`src/pkg/txdma_regs.vh`:
```
// Register offsets, field positions, reset values and timing counts of the transmit DMA control
`ifndef TXDMA_REGS_VH
`define TXDMA_REGS_VH
`define TXDMA_OFF_CONTROL        12'h300
`define TXDMA_OFF_PROVISION      12'h304
`define TXDMA_OFF_TABLE_LOW      12'h308
`define TXDMA_OFF_TABLE_HIGH     12'h30c
`define TXDMA_CTL_ENABLE         0
`define TXDMA_CTL_CACHE          1
`define TXDMA_CTL_RDY_LO         2
`define TXDMA_CTL_RDY_HI         4
`define TXDMA_CTL_FR_LO          5
`define TXDMA_CTL_FR_HI          6
`define TXDMA_CTL_FLUSH          7
`define TXDMA_CTL_RESET          8'h02
`define TXDMA_PRV_BUSY           15
`define TXDMA_PRV_RNW            14
`define TXDMA_PRV_FLAG           13
`define TXDMA_PRV_RSV_HI         9
`define TXDMA_PRV_RSV_LO         8
`define TXDMA_CACHE_DEPTH        4'h6
`define TXDMA_CHANNELS           256
`define TXDMA_INDIRECT_CYCLES    2'h2
`define TXDMA_REF_W              16
`define TXDMA_FIFO_DEPTH         8
`endif

```
`src/rtl/txdma_fifo.v`:
```
// Small synchronous FIFO with valid/ready on both sides
`timescale 1ns/10ps
module txdma_fifo #(
  parameter WIDTH = 16,
  parameter DEPTH = 8,
  parameter AW    = 3
) (
  input  wire             core_clk,  // System clock
  input  wire             reset,     // Async reset, active high
  input  wire [WIDTH-1:0] inData,    // Write data
  input  wire             inValid,   // Write offered
  output wire             inReady,   // Room available
  output reg  [WIDTH-1:0] outData,   // Head word, registered
  output wire             outValid,  // Head word present
  input  wire             outReady   // Consumer takes head
);
  reg [WIDTH-1:0] mem [0:DEPTH-1];
  reg [AW-1:0]    wrPtr_q;
  reg [AW-1:0]    rdPtr_q;
  reg [AW:0]      count_q;
  wire            push;
  wire            pop;
  wire [AW-1:0]   rdNext;

  assign inReady  = (count_q != DEPTH[AW:0]);
  assign outValid = (count_q != {(AW+1){1'b0}});
  assign push     = inValid & inReady;
  assign pop      = outValid & outReady;
  assign rdNext   = pop ? rdPtr_q + 1'b1 : rdPtr_q;

  always @(posedge core_clk) begin
    if (push) begin
      mem[wrPtr_q] <= inData;
    end
  end

  // Head register reloads from memory; a write into an empty FIFO bypasses
  always @(posedge core_clk or posedge reset) begin
    if (reset) begin
      wrPtr_q <= {AW{1'b0}};
      rdPtr_q <= {AW{1'b0}};
      count_q <= {(AW+1){1'b0}};
      outData <= {WIDTH{1'b0}};
    end else begin
      if (push) begin
        wrPtr_q <= wrPtr_q + 1'b1;
      end
      rdPtr_q <= rdNext;
      count_q <= count_q + {{AW{1'b0}}, push} - {{AW{1'b0}}, pop};
      if (push && (wrPtr_q == rdNext) && (count_q == {{AW{1'b0}}, pop})) begin
        outData <= inData;
      end else begin
        outData <= mem[rdNext];
      end
    end
  end
endmodule

```
`src/rtl/txdma_control.v`:
```
// Transmit DMA control: registers, channel provisioning, ready and free queue handling
`timescale 1ns/10ps
`include "txdma_regs.vh"
module txdma_control (
  input  wire        core_clk,       // 20 MHz system clock
  input  wire        reset,          // Async reset, active high
  input  wire [11:0] regAddr,        // Register byte address
  input  wire        regWrite,       // Write strobe, one cycle
  input  wire        regRead,        // Read strobe, one cycle
  input  wire [3:0]  regByteEn,      // Byte enables, active high
  input  wire [31:0] regWrData,      // Write data
  output reg  [31:0] regRdData,      // Read data, valid cycle after strobe
  output wire        txEnable,       // Enable level, from register
  input  wire [15:0] readyRef,       // Reference from ready queue
  input  wire        readyRefValid,  // Ready-queue reference available
  output wire        readyRefTake,   // Reference accepted this cycle
  input  wire [7:0]  chainLink,      // Channel of accepted chain
  output reg         chainValid,     // Chain decision valid, one cycle
  output reg         chainAccept,    // Chain appended to channel list
  output reg         chainReject,    // Chain returned to free queue
  output reg  [15:0] chainRef,       // Reference of decided chain
  input  wire [14:0] descOffset,     // Descriptor offset to translate
  output reg  [31:0] descAddr,       // Physical descriptor address
  input  wire        listsPending,   // Built lists still hold packets
  output wire        txActive,       // Transmission allowed
  input  wire [15:0] freedRef,       // Freed reference
  input  wire        freedValid,     // Freed reference offered
  output wire        freedReady,     // Freed reference taken
  output reg  [15:0] freeWrRef,      // Reference written to free queue
  output reg         freeWrValid,    // Free-queue write, held until freeWrReady takes the word
  output reg         freeWrLast,     // Last word of a block
  input  wire        freeWrReady,    // Host memory takes the word
  output reg         readyQueueIrq,  // Ready-queue threshold pulse
  output reg         freeQueueIrq    // Free-queue threshold pulse
);
  localparam ST_IDLE = 2'h0;
  localparam ST_WAIT = 2'h1;
  localparam ST_DONE = 2'h2;

  reg        enable_q;
  reg        cacheEn_q;
  reg [2:0]  rdyThr_q;
  reg [1:0]  frThr_q;
  reg        flush_q;
  reg        rnw_q;
  reg        provFlag_q;
  reg [1:0]  rsv_q;
  reg [7:0]  linkIndex_q;
  reg [1:0]  indState_q;
  reg [1:0]  indCnt_q;
  reg [15:0] baseHold_q;
  reg [31:0] tableBase_q;
  reg [`TXDMA_CHANNELS-1:0] provMap_q;
  reg [5:0]  rdyCnt_q;
  reg [3:0]  blkCnt_q;
  reg [3:0]  cached_q;
  reg [3:0]  occ_q;
  reg [5:0]  rdyTarget;
  reg [3:0]  frTarget;

  wire       anyByte = |regByteEn;
  wire       wrCtl   = regWrite & anyByte & (regAddr == `TXDMA_OFF_CONTROL);
  wire       wrPrv   = regWrite & anyByte & (regAddr == `TXDMA_OFF_PROVISION);
  wire       wrLow   = regWrite & anyByte & (regAddr == `TXDMA_OFF_TABLE_LOW);
  wire       wrHigh  = regWrite & anyByte & (regAddr == `TXDMA_OFF_TABLE_HIGH);
  wire       busy    = (indState_q != ST_IDLE);

  wire [15:0] fifoRef;
  wire        fifoValid;
  wire        fifoPop;
  wire        blockEnd;

  assign txEnable     = enable_q;
  // Intake pauses near full so a rejected reference always finds room in the cache
  assign readyRefTake = enable_q & readyRefValid & (occ_q < 4'h6);
  assign txActive     = enable_q | listsPending;

  always @* begin
    case (rdyThr_q)
      3'h0:    rdyTarget = 6'h01;
      3'h1:    rdyTarget = 6'h04;
      3'h2:    rdyTarget = 6'h06;
      3'h3:    rdyTarget = 6'h08;
      3'h4:    rdyTarget = 6'h10;
      3'h5:    rdyTarget = 6'h20;
      default: rdyTarget = 6'h00;
    endcase
    case (frThr_q)
      2'h0:    frTarget = 4'h1;
      2'h1:    frTarget = 4'h4;
      2'h2:    frTarget = 4'h8;
      default: frTarget = 4'h0;
    endcase
  end

  // Register file and indirect access
  always @(posedge core_clk or posedge reset) begin
    if (reset) begin
      enable_q    <= 1'b0;
      cacheEn_q   <= 1'b1;
      rdyThr_q    <= 3'h0;
      frThr_q     <= 2'h0;
      flush_q     <= 1'b0;
      rnw_q       <= 1'b0;
      provFlag_q  <= 1'b0;
      rsv_q       <= 2'h0;
      linkIndex_q <= 8'h00;
      indState_q  <= ST_IDLE;
      indCnt_q    <= 2'h0;
      baseHold_q  <= 16'h0000;
      tableBase_q <= 32'h00000000;
      provMap_q   <= {`TXDMA_CHANNELS{1'b0}};
    end else begin
      if (wrCtl) begin
        enable_q  <= regWrData[`TXDMA_CTL_ENABLE];
        cacheEn_q <= regWrData[`TXDMA_CTL_CACHE];
        rdyThr_q  <= regWrData[`TXDMA_CTL_RDY_HI:`TXDMA_CTL_RDY_LO];
        frThr_q   <= regWrData[`TXDMA_CTL_FR_HI:`TXDMA_CTL_FR_LO];
      end
      // Set by a write wins; completion clears only when no new request lands
      if (wrCtl && regWrData[`TXDMA_CTL_FLUSH]) begin
        flush_q <= 1'b1;
      end else if (flush_q && (cached_q == 4'h0) && !fifoValid) begin
        flush_q <= 1'b0;
      end
      // A trigger while busy is ignored so an access in flight is not corrupted
      if (wrPrv && !busy) begin
        rnw_q       <= regWrData[`TXDMA_PRV_RNW];
        provFlag_q  <= regWrData[`TXDMA_PRV_FLAG];
        rsv_q       <= regWrData[`TXDMA_PRV_RSV_HI:`TXDMA_PRV_RSV_LO];
        linkIndex_q <= regWrData[7:0];
        indState_q  <= ST_WAIT;
        indCnt_q    <= `TXDMA_INDIRECT_CYCLES;
      end else begin
        case (indState_q)
          ST_IDLE: indState_q <= ST_IDLE;
          ST_WAIT: begin
            if (indCnt_q == 2'h1) begin
              indState_q <= ST_DONE;
            end
            indCnt_q <= indCnt_q - 2'h1;
          end
          ST_DONE: begin
            if (rnw_q) begin
              provFlag_q <= provMap_q[linkIndex_q];
            end else begin
              provMap_q[linkIndex_q] <= provFlag_q;
            end
            indState_q <= ST_IDLE;
          end
          default: indState_q <= ST_IDLE;
        endcase
      end
      if (wrLow) begin
        baseHold_q <= regWrData[15:0];
      end
      if (wrHigh) begin
        tableBase_q <= {regWrData[15:0], baseHold_q};
      end
    end
  end

  // Read data, registered
  always @(posedge core_clk or posedge reset) begin
    if (reset) begin
      regRdData <= 32'h00000000;
    end else if (regRead && anyByte) begin
      case (regAddr)
        `TXDMA_OFF_CONTROL:
          regRdData <= {24'h000000, flush_q, frThr_q, rdyThr_q, cacheEn_q, enable_q};
        `TXDMA_OFF_PROVISION:
          regRdData <= {16'h0000, busy, rnw_q, provFlag_q, 3'h0, rsv_q, linkIndex_q};
        `TXDMA_OFF_TABLE_LOW:  regRdData <= {16'h0000, tableBase_q[15:0]};
        `TXDMA_OFF_TABLE_HIGH: regRdData <= {16'h0000, tableBase_q[31:16]};
        default:               regRdData <= 32'h00000000;
      endcase
    end
  end

  // Ready-queue intake, chain decision, threshold interrupt and address translation
  always @(posedge core_clk or posedge reset) begin
    if (reset) begin
      rdyCnt_q      <= 6'h00;
      readyQueueIrq <= 1'b0;
      chainValid    <= 1'b0;
      chainAccept   <= 1'b0;
      chainReject   <= 1'b0;
      chainRef      <= 16'h0000;
      descAddr      <= 32'h00000000;
    end else begin
      readyQueueIrq <= 1'b0;
      chainValid    <= readyRefTake;
      chainAccept   <= readyRefTake & provMap_q[chainLink];
      chainReject   <= readyRefTake & ~provMap_q[chainLink];
      if (readyRefTake) begin
        chainRef <= readyRef;
      end
      descAddr <= {tableBase_q[31:4], 4'h0} + {17'h00000, descOffset};
      if (readyRefTake && (rdyTarget != 6'h00)) begin
        if (rdyCnt_q + 6'h01 >= rdyTarget) begin
          rdyCnt_q      <= 6'h00;
          readyQueueIrq <= 1'b1;
        end else begin
          rdyCnt_q <= rdyCnt_q + 6'h01;
        end
      end
    end
  end

  // Freed references and rejected chains share the free-queue cache FIFO
  wire [15:0] cacheIn    = chainReject ? chainRef : freedRef;
  wire        cacheInVal = chainReject | freedValid;
  wire        cacheInRdy;
  assign freedReady = cacheInRdy & ~chainReject;

  txdma_fifo #(
    .WIDTH (`TXDMA_REF_W),
    .DEPTH (`TXDMA_FIFO_DEPTH),
    .AW    (3)
  ) uCache (
    .core_clk (core_clk),
    .reset    (reset),
    .inData   (cacheIn),
    .inValid  (cacheInVal),
    .inReady  (cacheInRdy),
    .outData  (fifoRef),
    .outValid (fifoValid),
    .outReady (fifoPop)
  );

  // Drain when a block of six is held, when caching is off, or on flush
  reg  draining_q;
  assign fifoPop  = fifoValid & (~freeWrValid | freeWrReady) & draining_q;
  assign blockEnd = ~cacheEn_q | (cached_q == 4'h1);

  always @(posedge core_clk or posedge reset) begin
    if (reset) begin
      cached_q     <= 4'h0;
      draining_q   <= 1'b0;
      freeWrRef    <= 16'h0000;
      freeWrValid  <= 1'b0;
      freeWrLast   <= 1'b0;
      blkCnt_q     <= 4'h0;
      freeQueueIrq <= 1'b0;
    end else begin
      freeQueueIrq <= 1'b0;
      if (!draining_q) begin
        if (!cacheEn_q && fifoValid) begin
          cached_q   <= 4'h1;
          draining_q <= 1'b1;
        end else if (cacheEn_q && fifoValid &&
                     (occ_q >= `TXDMA_CACHE_DEPTH || flush_q)) begin
          cached_q   <= (occ_q >= `TXDMA_CACHE_DEPTH) ?
                        `TXDMA_CACHE_DEPTH : occ_q;
          draining_q <= 1'b1;
        end
      end
      if (freeWrValid && freeWrReady) begin
        freeWrValid <= 1'b0;
        freeWrLast  <= 1'b0;
        if (freeWrLast && cacheEn_q && (frTarget != 4'h0)) begin
          if (blkCnt_q + 4'h1 >= frTarget) begin
            blkCnt_q     <= 4'h0;
            freeQueueIrq <= 1'b1;
          end else begin
            blkCnt_q <= blkCnt_q + 4'h1;
          end
        end
      end
      if (fifoPop) begin
        freeWrRef   <= fifoRef;
        freeWrValid <= 1'b1;
        freeWrLast  <= blockEnd;
        cached_q    <= cached_q - 4'h1;
        if (blockEnd) begin
          draining_q <= 1'b0;
        end
      end
    end
  end

  // Occupancy seen from outside the FIFO, tracked by pushes and pops
  always @(posedge core_clk or posedge reset) begin
    if (reset) begin
      occ_q <= 4'h0;
    end else begin
      occ_q <= occ_q + {3'h0, cacheInVal & cacheInRdy} - {3'h0, fifoPop};
    end
  end
endmodule

```
`config.mk`:
```
export PLATFORM = sky130hd
export DESIGN_NAME = txdma_control
export DESIGN_NICKNAME = d
export VERILOG_FILES = /design/src/rtl/txdma_fifo.v /design/src/rtl/txdma_control.v
export VERILOG_INCLUDE_DIRS = /design/src /design/src/pkg
export SDC_FILE = /design/constraint.sdc
export NUM_CORES = 1
export LEC_CHECK = 0
export ABC_AREA = 1
export BUFFER_PORTS_ARGS = -buffer_cell sky130_fd_sc_hd__buf_2
export CAP_MARGIN = 15
export CORE_MARGIN = 3
export CORE_UTILIZATION = 56
export DETAILED_ROUTE_END_ITERATION = 8
export PLACE_DENSITY = 0.83
export SLEW_MARGIN = 5
export SYNTH_ARGS = -nofsm -noshare
export SYNTH_HDL_FRONTEND = slang
export SYNTH_SLANG_ARGS = --single-unit
export TNS_END_PERCENT = 1
```
`constraint.sdc`:
```
create_clock -name core_clk -period 20.2 [get_ports core_clk]
set_clock_uncertainty 0.05 [all_clocks]
set_input_delay 2.02 -clock core_clk [delete_from_list [all_inputs] [get_ports core_clk]]
set_output_delay 2.02 -clock core_clk [all_outputs]
set_load 0.02 [all_outputs]
```
# == Word level (Yosys, flattened, before mapping) ==
# Memory sizes are Yosys's and may differ from the RTL's.
# Index checks and enable logic that the tools add are counted.
# op_classes
addsub,11
muxes,45
multipliers,0
n_lt_le_gt_ge,7
n_bitwise,24
n_shift,0
div,0
reduce_logical,37
n_eq_ne,20
# ops
op,n
256-bit bitwise mux,1
16-bit one-hot mux with 4 select lines,1
"12-bit by 10-bit == test with 1-bit output, second input constant",4
6-bit one-hot mux with 6 select lines,1
32-bit by 15-bit adder with 32-bit output,1
16-bit 2-to-1 mux,2
4-bit 2-to-1 mux,6
1-bit 2-to-1 mux,23
"8-bit by 9-bit less-than comparator with 1-bit output, second input constant",2
1-bit binary-select mux with 8-bit select,2
1-bit logical AND,15
1-bit bitwise AND,14
4-bit one-hot mux with 3 select lines,1
2-bit nonzero test,6
2-bit 2-to-1 mux,5
4-bit by 1-bit adder with 4-bit output,2
1-bit demux with 8-bit select,1
"8-bit by 1-bit >= comparator with 1-bit output, second input constant",1
4-bit nonzero test,2
4-bit by 1-bit subtractor with 4-bit output,2
"3-bit by 1-bit adder with 3-bit output, second input constant",2
"6-bit by 1-bit adder with 6-bit output, second input constant",1
"2-bit by 1-bit == test with 1-bit output, second input constant",3
"3-bit by 2-bit == test with 1-bit output, second input constant",2
other kinds (30),44
# word_totals
input_bits,111
romBits,0
register_bits,476
memories,1
latch_bits,0
mem_bits_rw,128
out_inout_bits,107
wordCells,179
# memory_table
memory,depth,word_bits,read_ports,rd_ports_with_merged_regs,write_ports,line_no,rtl
uCache.mem,8,16,1,0,1,txdma_fifo.v:17,reg [WIDTH-1:0] mem [0:DEPTH-1];

# == Depth between registers and ports, before layout ==
# logic_depth
ltp_word,10
mapped_depth,18
ltp_nobuf,15

# == Cells and area by module ==
# Synthesis repeated with hierarchy kept, for this count alone.
# hier_totals
cells_unflattened,4025
hier_area_um2,31211.2
# modules_own_cells
mod,n_inst,area_each_um2,cells_each,seq_area_each_um2
txdma_control,1,24245.8,3362,10861.7
txdma_fifo,1,6965.4,663,4494.3

# == Least setup slack after synthesis ==
# OpenSTA, ideal clock, no wires.
# synth_timing
path_kind,input to output
from,in readyRefValid
to,out readyRefTake
arrival_ps,2888
n_path_buf,2
required_ps,18130
path_stages,4
setup_slack_ps,15242
cell_sequence,nand3_1 > clkbuf_1 > clkinv_1 > clkbuf_1
# synth_between
elab_chain_len,2
# synth_lines
element,line_no,rtl
"start, declared",txdma_control.v:15,"input wire readyRefValid,"
1-bit bitwise AND (2 in series),txdma_control.v:75,assign readyRefTake = enable_q & readyRefValid & (occ_q < 4'h6);
"end, declared",txdma_control.v:16,"output wire readyRefTake,"
# Every way passes these cells.

# == Worst setup path in the final report ==
# Ends and elaborated chain as after synthesis.

==> flow_summary.ini <==
[place]
routabilityCongestion = 0.9260
io_buffers = 185
post-dp-hpwl_mm = 53.14

[flow_run]
maxCapViolations = 0

[worst_setup_path]
end_kind = output port
cp_max_fo = 20
required_ps = 18130
r2r-start = uCache.count_q[2]
cp-start-kind = primary input
worstSetupPathType = in -> out
cp.arrival_ps = 3250
crit_start = readyRefValid

[clocking]
postCtsSetupRepairBufs = 0
cts_tree = done
cts.htree.levels = 2
cts.sinks = 588
root_buffer = clkbuf_16
clk_latency_ps = 640
max-clock-path-buffers = 3
numCtsBuffers = 61
cts_hold_buffers = 0
clk_pin_slew_ps = 60
post_cts_resized = 0

[synth]
synth_area_per_cell_um2 = 7.957
seq_area_frac_synth_pct = 50.38
synth_cells = 3831
synth.cell_area_mm2 = 0.03048
synth_area_leaders = dfrtp_1 38%, nand2_1 16%, edfxtp_1 13%
yosysTopAreaCell = dfrtp_1
synthFlopType = dfrtp_1
yosysWarnings = 0
yosysUniqueCellTypes = 46
ys_async_sr_fraction_pct = 78.23
netlist.area_leader.share_pct = 37.68
yosys_register_bits = 588
synth_edf_count = 128

[timing]
rsz0062_at_grt = no
hold_viol_final = 0
fin_hold_ws_ps = 389.7
worst_pin_slew_ps = 1245
max_freq_mhz = 188.0
timing.final.max_slew_violations = 0
slew_headroom_pct = 16.90
fin_crit_ps = 5319
final.setup.tns_ps = 0
finalCritPeriodShare_pct = 26.33
setup_viol = 0

[route]
vias = 27810
drt-initial-drc-count = 3806
drt-pass1-iter-count = 6
drc_errors = 0
wl_per_cell_um = 19.43
wl_mm = 90.43
via_per_inst = 5.977
ant_nets = 0

[hold_path]
worstHoldStart = uCache.outData[3]
hold_path_class = reg -> reg

[cells_and_area]
syn2layout_area_growth_pct = 11.05
final_common_cell = nand2_1
nNetsFinal = 4067
fillers = 4406
final_cell_mix = 1299 x nand2_1, 514 x nand3_1, 457 x dfrtp_1, 364 x o21ai_0, 192 x nor2_1
drive_gt1_share_pct = 10.92

[floorplanning]
rows = 84
ios = 218
die_x_um = 239.3
fp.dieH_um = 239.3
core_mm2 = 0.05318
fp.dieArea_mm2 = 0.05727
start_util_pct = 57.32

[power]
ir_drop_mv = 0.09731
p_leak_nw = 15.69
power.density_mw_per_mm2 = 97.25

[run_status]
run_status = complete, no violations

[global_routing]
grt_pass1_wl_mm = 140.6
grt_max_degree = 172
antenna_found_initial = 1
grtUsageTotal_pct = 31.07
grt_overflow = 0
grt_pass1_vias = 26160
## kinds of logic after synthesis
logic type      after synthesis  synth area share (%)
other cells                   1               0.01230
buf+inv                     433                 5.956
simple gates               2070                 28.31
flops                       588                 50.38
compound gates              624                 11.12
mux                          33                 1.215
fa+ha+maj                    42                 1.798
xor+xnor                     40                 1.211
## report_power, final
| part | switching [mW] | internal (mW) | total, mW | leakage, nW |
|---|---|---|---|---|
| logic | 0.505 | 0.245 | 0.750 | 7.26 |
| clock network | 0.482 | 0.697 | 1.18 | 1.03 |
| registers | 0.0432 | 1.32 | 1.36 | 7.39 |
## Yosys cell counts (15+ instances only)
master / number
mux2_2: 32
a31oi_1: 29
inv_1: 173
o21ai_1: 20
buf_1: 16
nand3_1: 514
o21bai_1: 61
nor2_1: 195
a21oi_1: 125
inv_2: 15
edfxtp_1: 128
buf_2: 69
o21ai_0: 364
dfrtp_1: 459
buf_4: 19
ha_1: 39
nand2_1: 1299
xor2_1: 32
clkbuf_1: 131
## worst paths after layout
check | cells after the start | endpoint | slack, ps
max | 5 | readyRefTake | 14880
min | 2 | freeWrRef[3] | 390
max reg2reg | 14 | uCache.outData[14] | 16490
min reg2reg | 2 | freeWrRef[3] | 390
max in group asynchronous | 4 | freeWrValid | 16500
min in group asynchronous | 2 | provMap_q[233] | 1470
## per-layer routing
metal / routed length, um / track usage [%] / vias up
met5: 0 / 0 / -
li1: - / - / 12820
met2: 40600 / 48.52 / 1764
met1: 33680 / 40.04 / 12810
met4: 5286 / 17.87 / 0
met3: 10860 / 7.196 / 412
## per-stage QoR
step / power, mW / util [%] / instance area (um2) / setup WS (ps) / cells
after floorplan: 1.923 / - / 30540 / 5306 / 3846
after global placement: 2.096 / 59.59 / 31690 / 14920 / 4534
after detailed placement: 2.126 / 59.59 / 31690 / 14890 / 4534
after CTS: 3.302 / 63.55 / 33800 / 14890 / 4647
after global routing: 3.437 / 63.65 / 33850 / 14740 / 4653
final: 3.292 / 63.65 / 33850 / 14880 / 4653
## final cells by class
type	count	area (um2)	share of cell area [%]
clock inverter	20	285.3	0.8427
timing repair buffer	244	1399	4.132
sequential	588	15360	45.38
clock buffer	93	1819	5.374
inverter	194	744.5	2.199
multi-input combinational	2825	13380	39.52
tap	688	860.8	2.543
antenna	1	2.502	0.007392
## registers in the layout, indices dropped and copies added (netlist names), 4 cells and up
register	flops
descAddr	32
chainRef	16
tableBase_q	32
cached_q	4
blkCnt_q	4
uCache.outData	16
linkIndex_q	8
regRdData	16
uCache.mem	128
rdyCnt_q	6
uCache.count_q	4
freeWrRef	16
provMap_q	256
baseHold_q	16
occ_q	4
## critical path, stage by stage
cell	delay [ps]
buf_2	110
nand3_1	80
buf_4	280
clkinv_1	430
buf_2	300
Note: power is estimated with default switching activity, not from simulation.
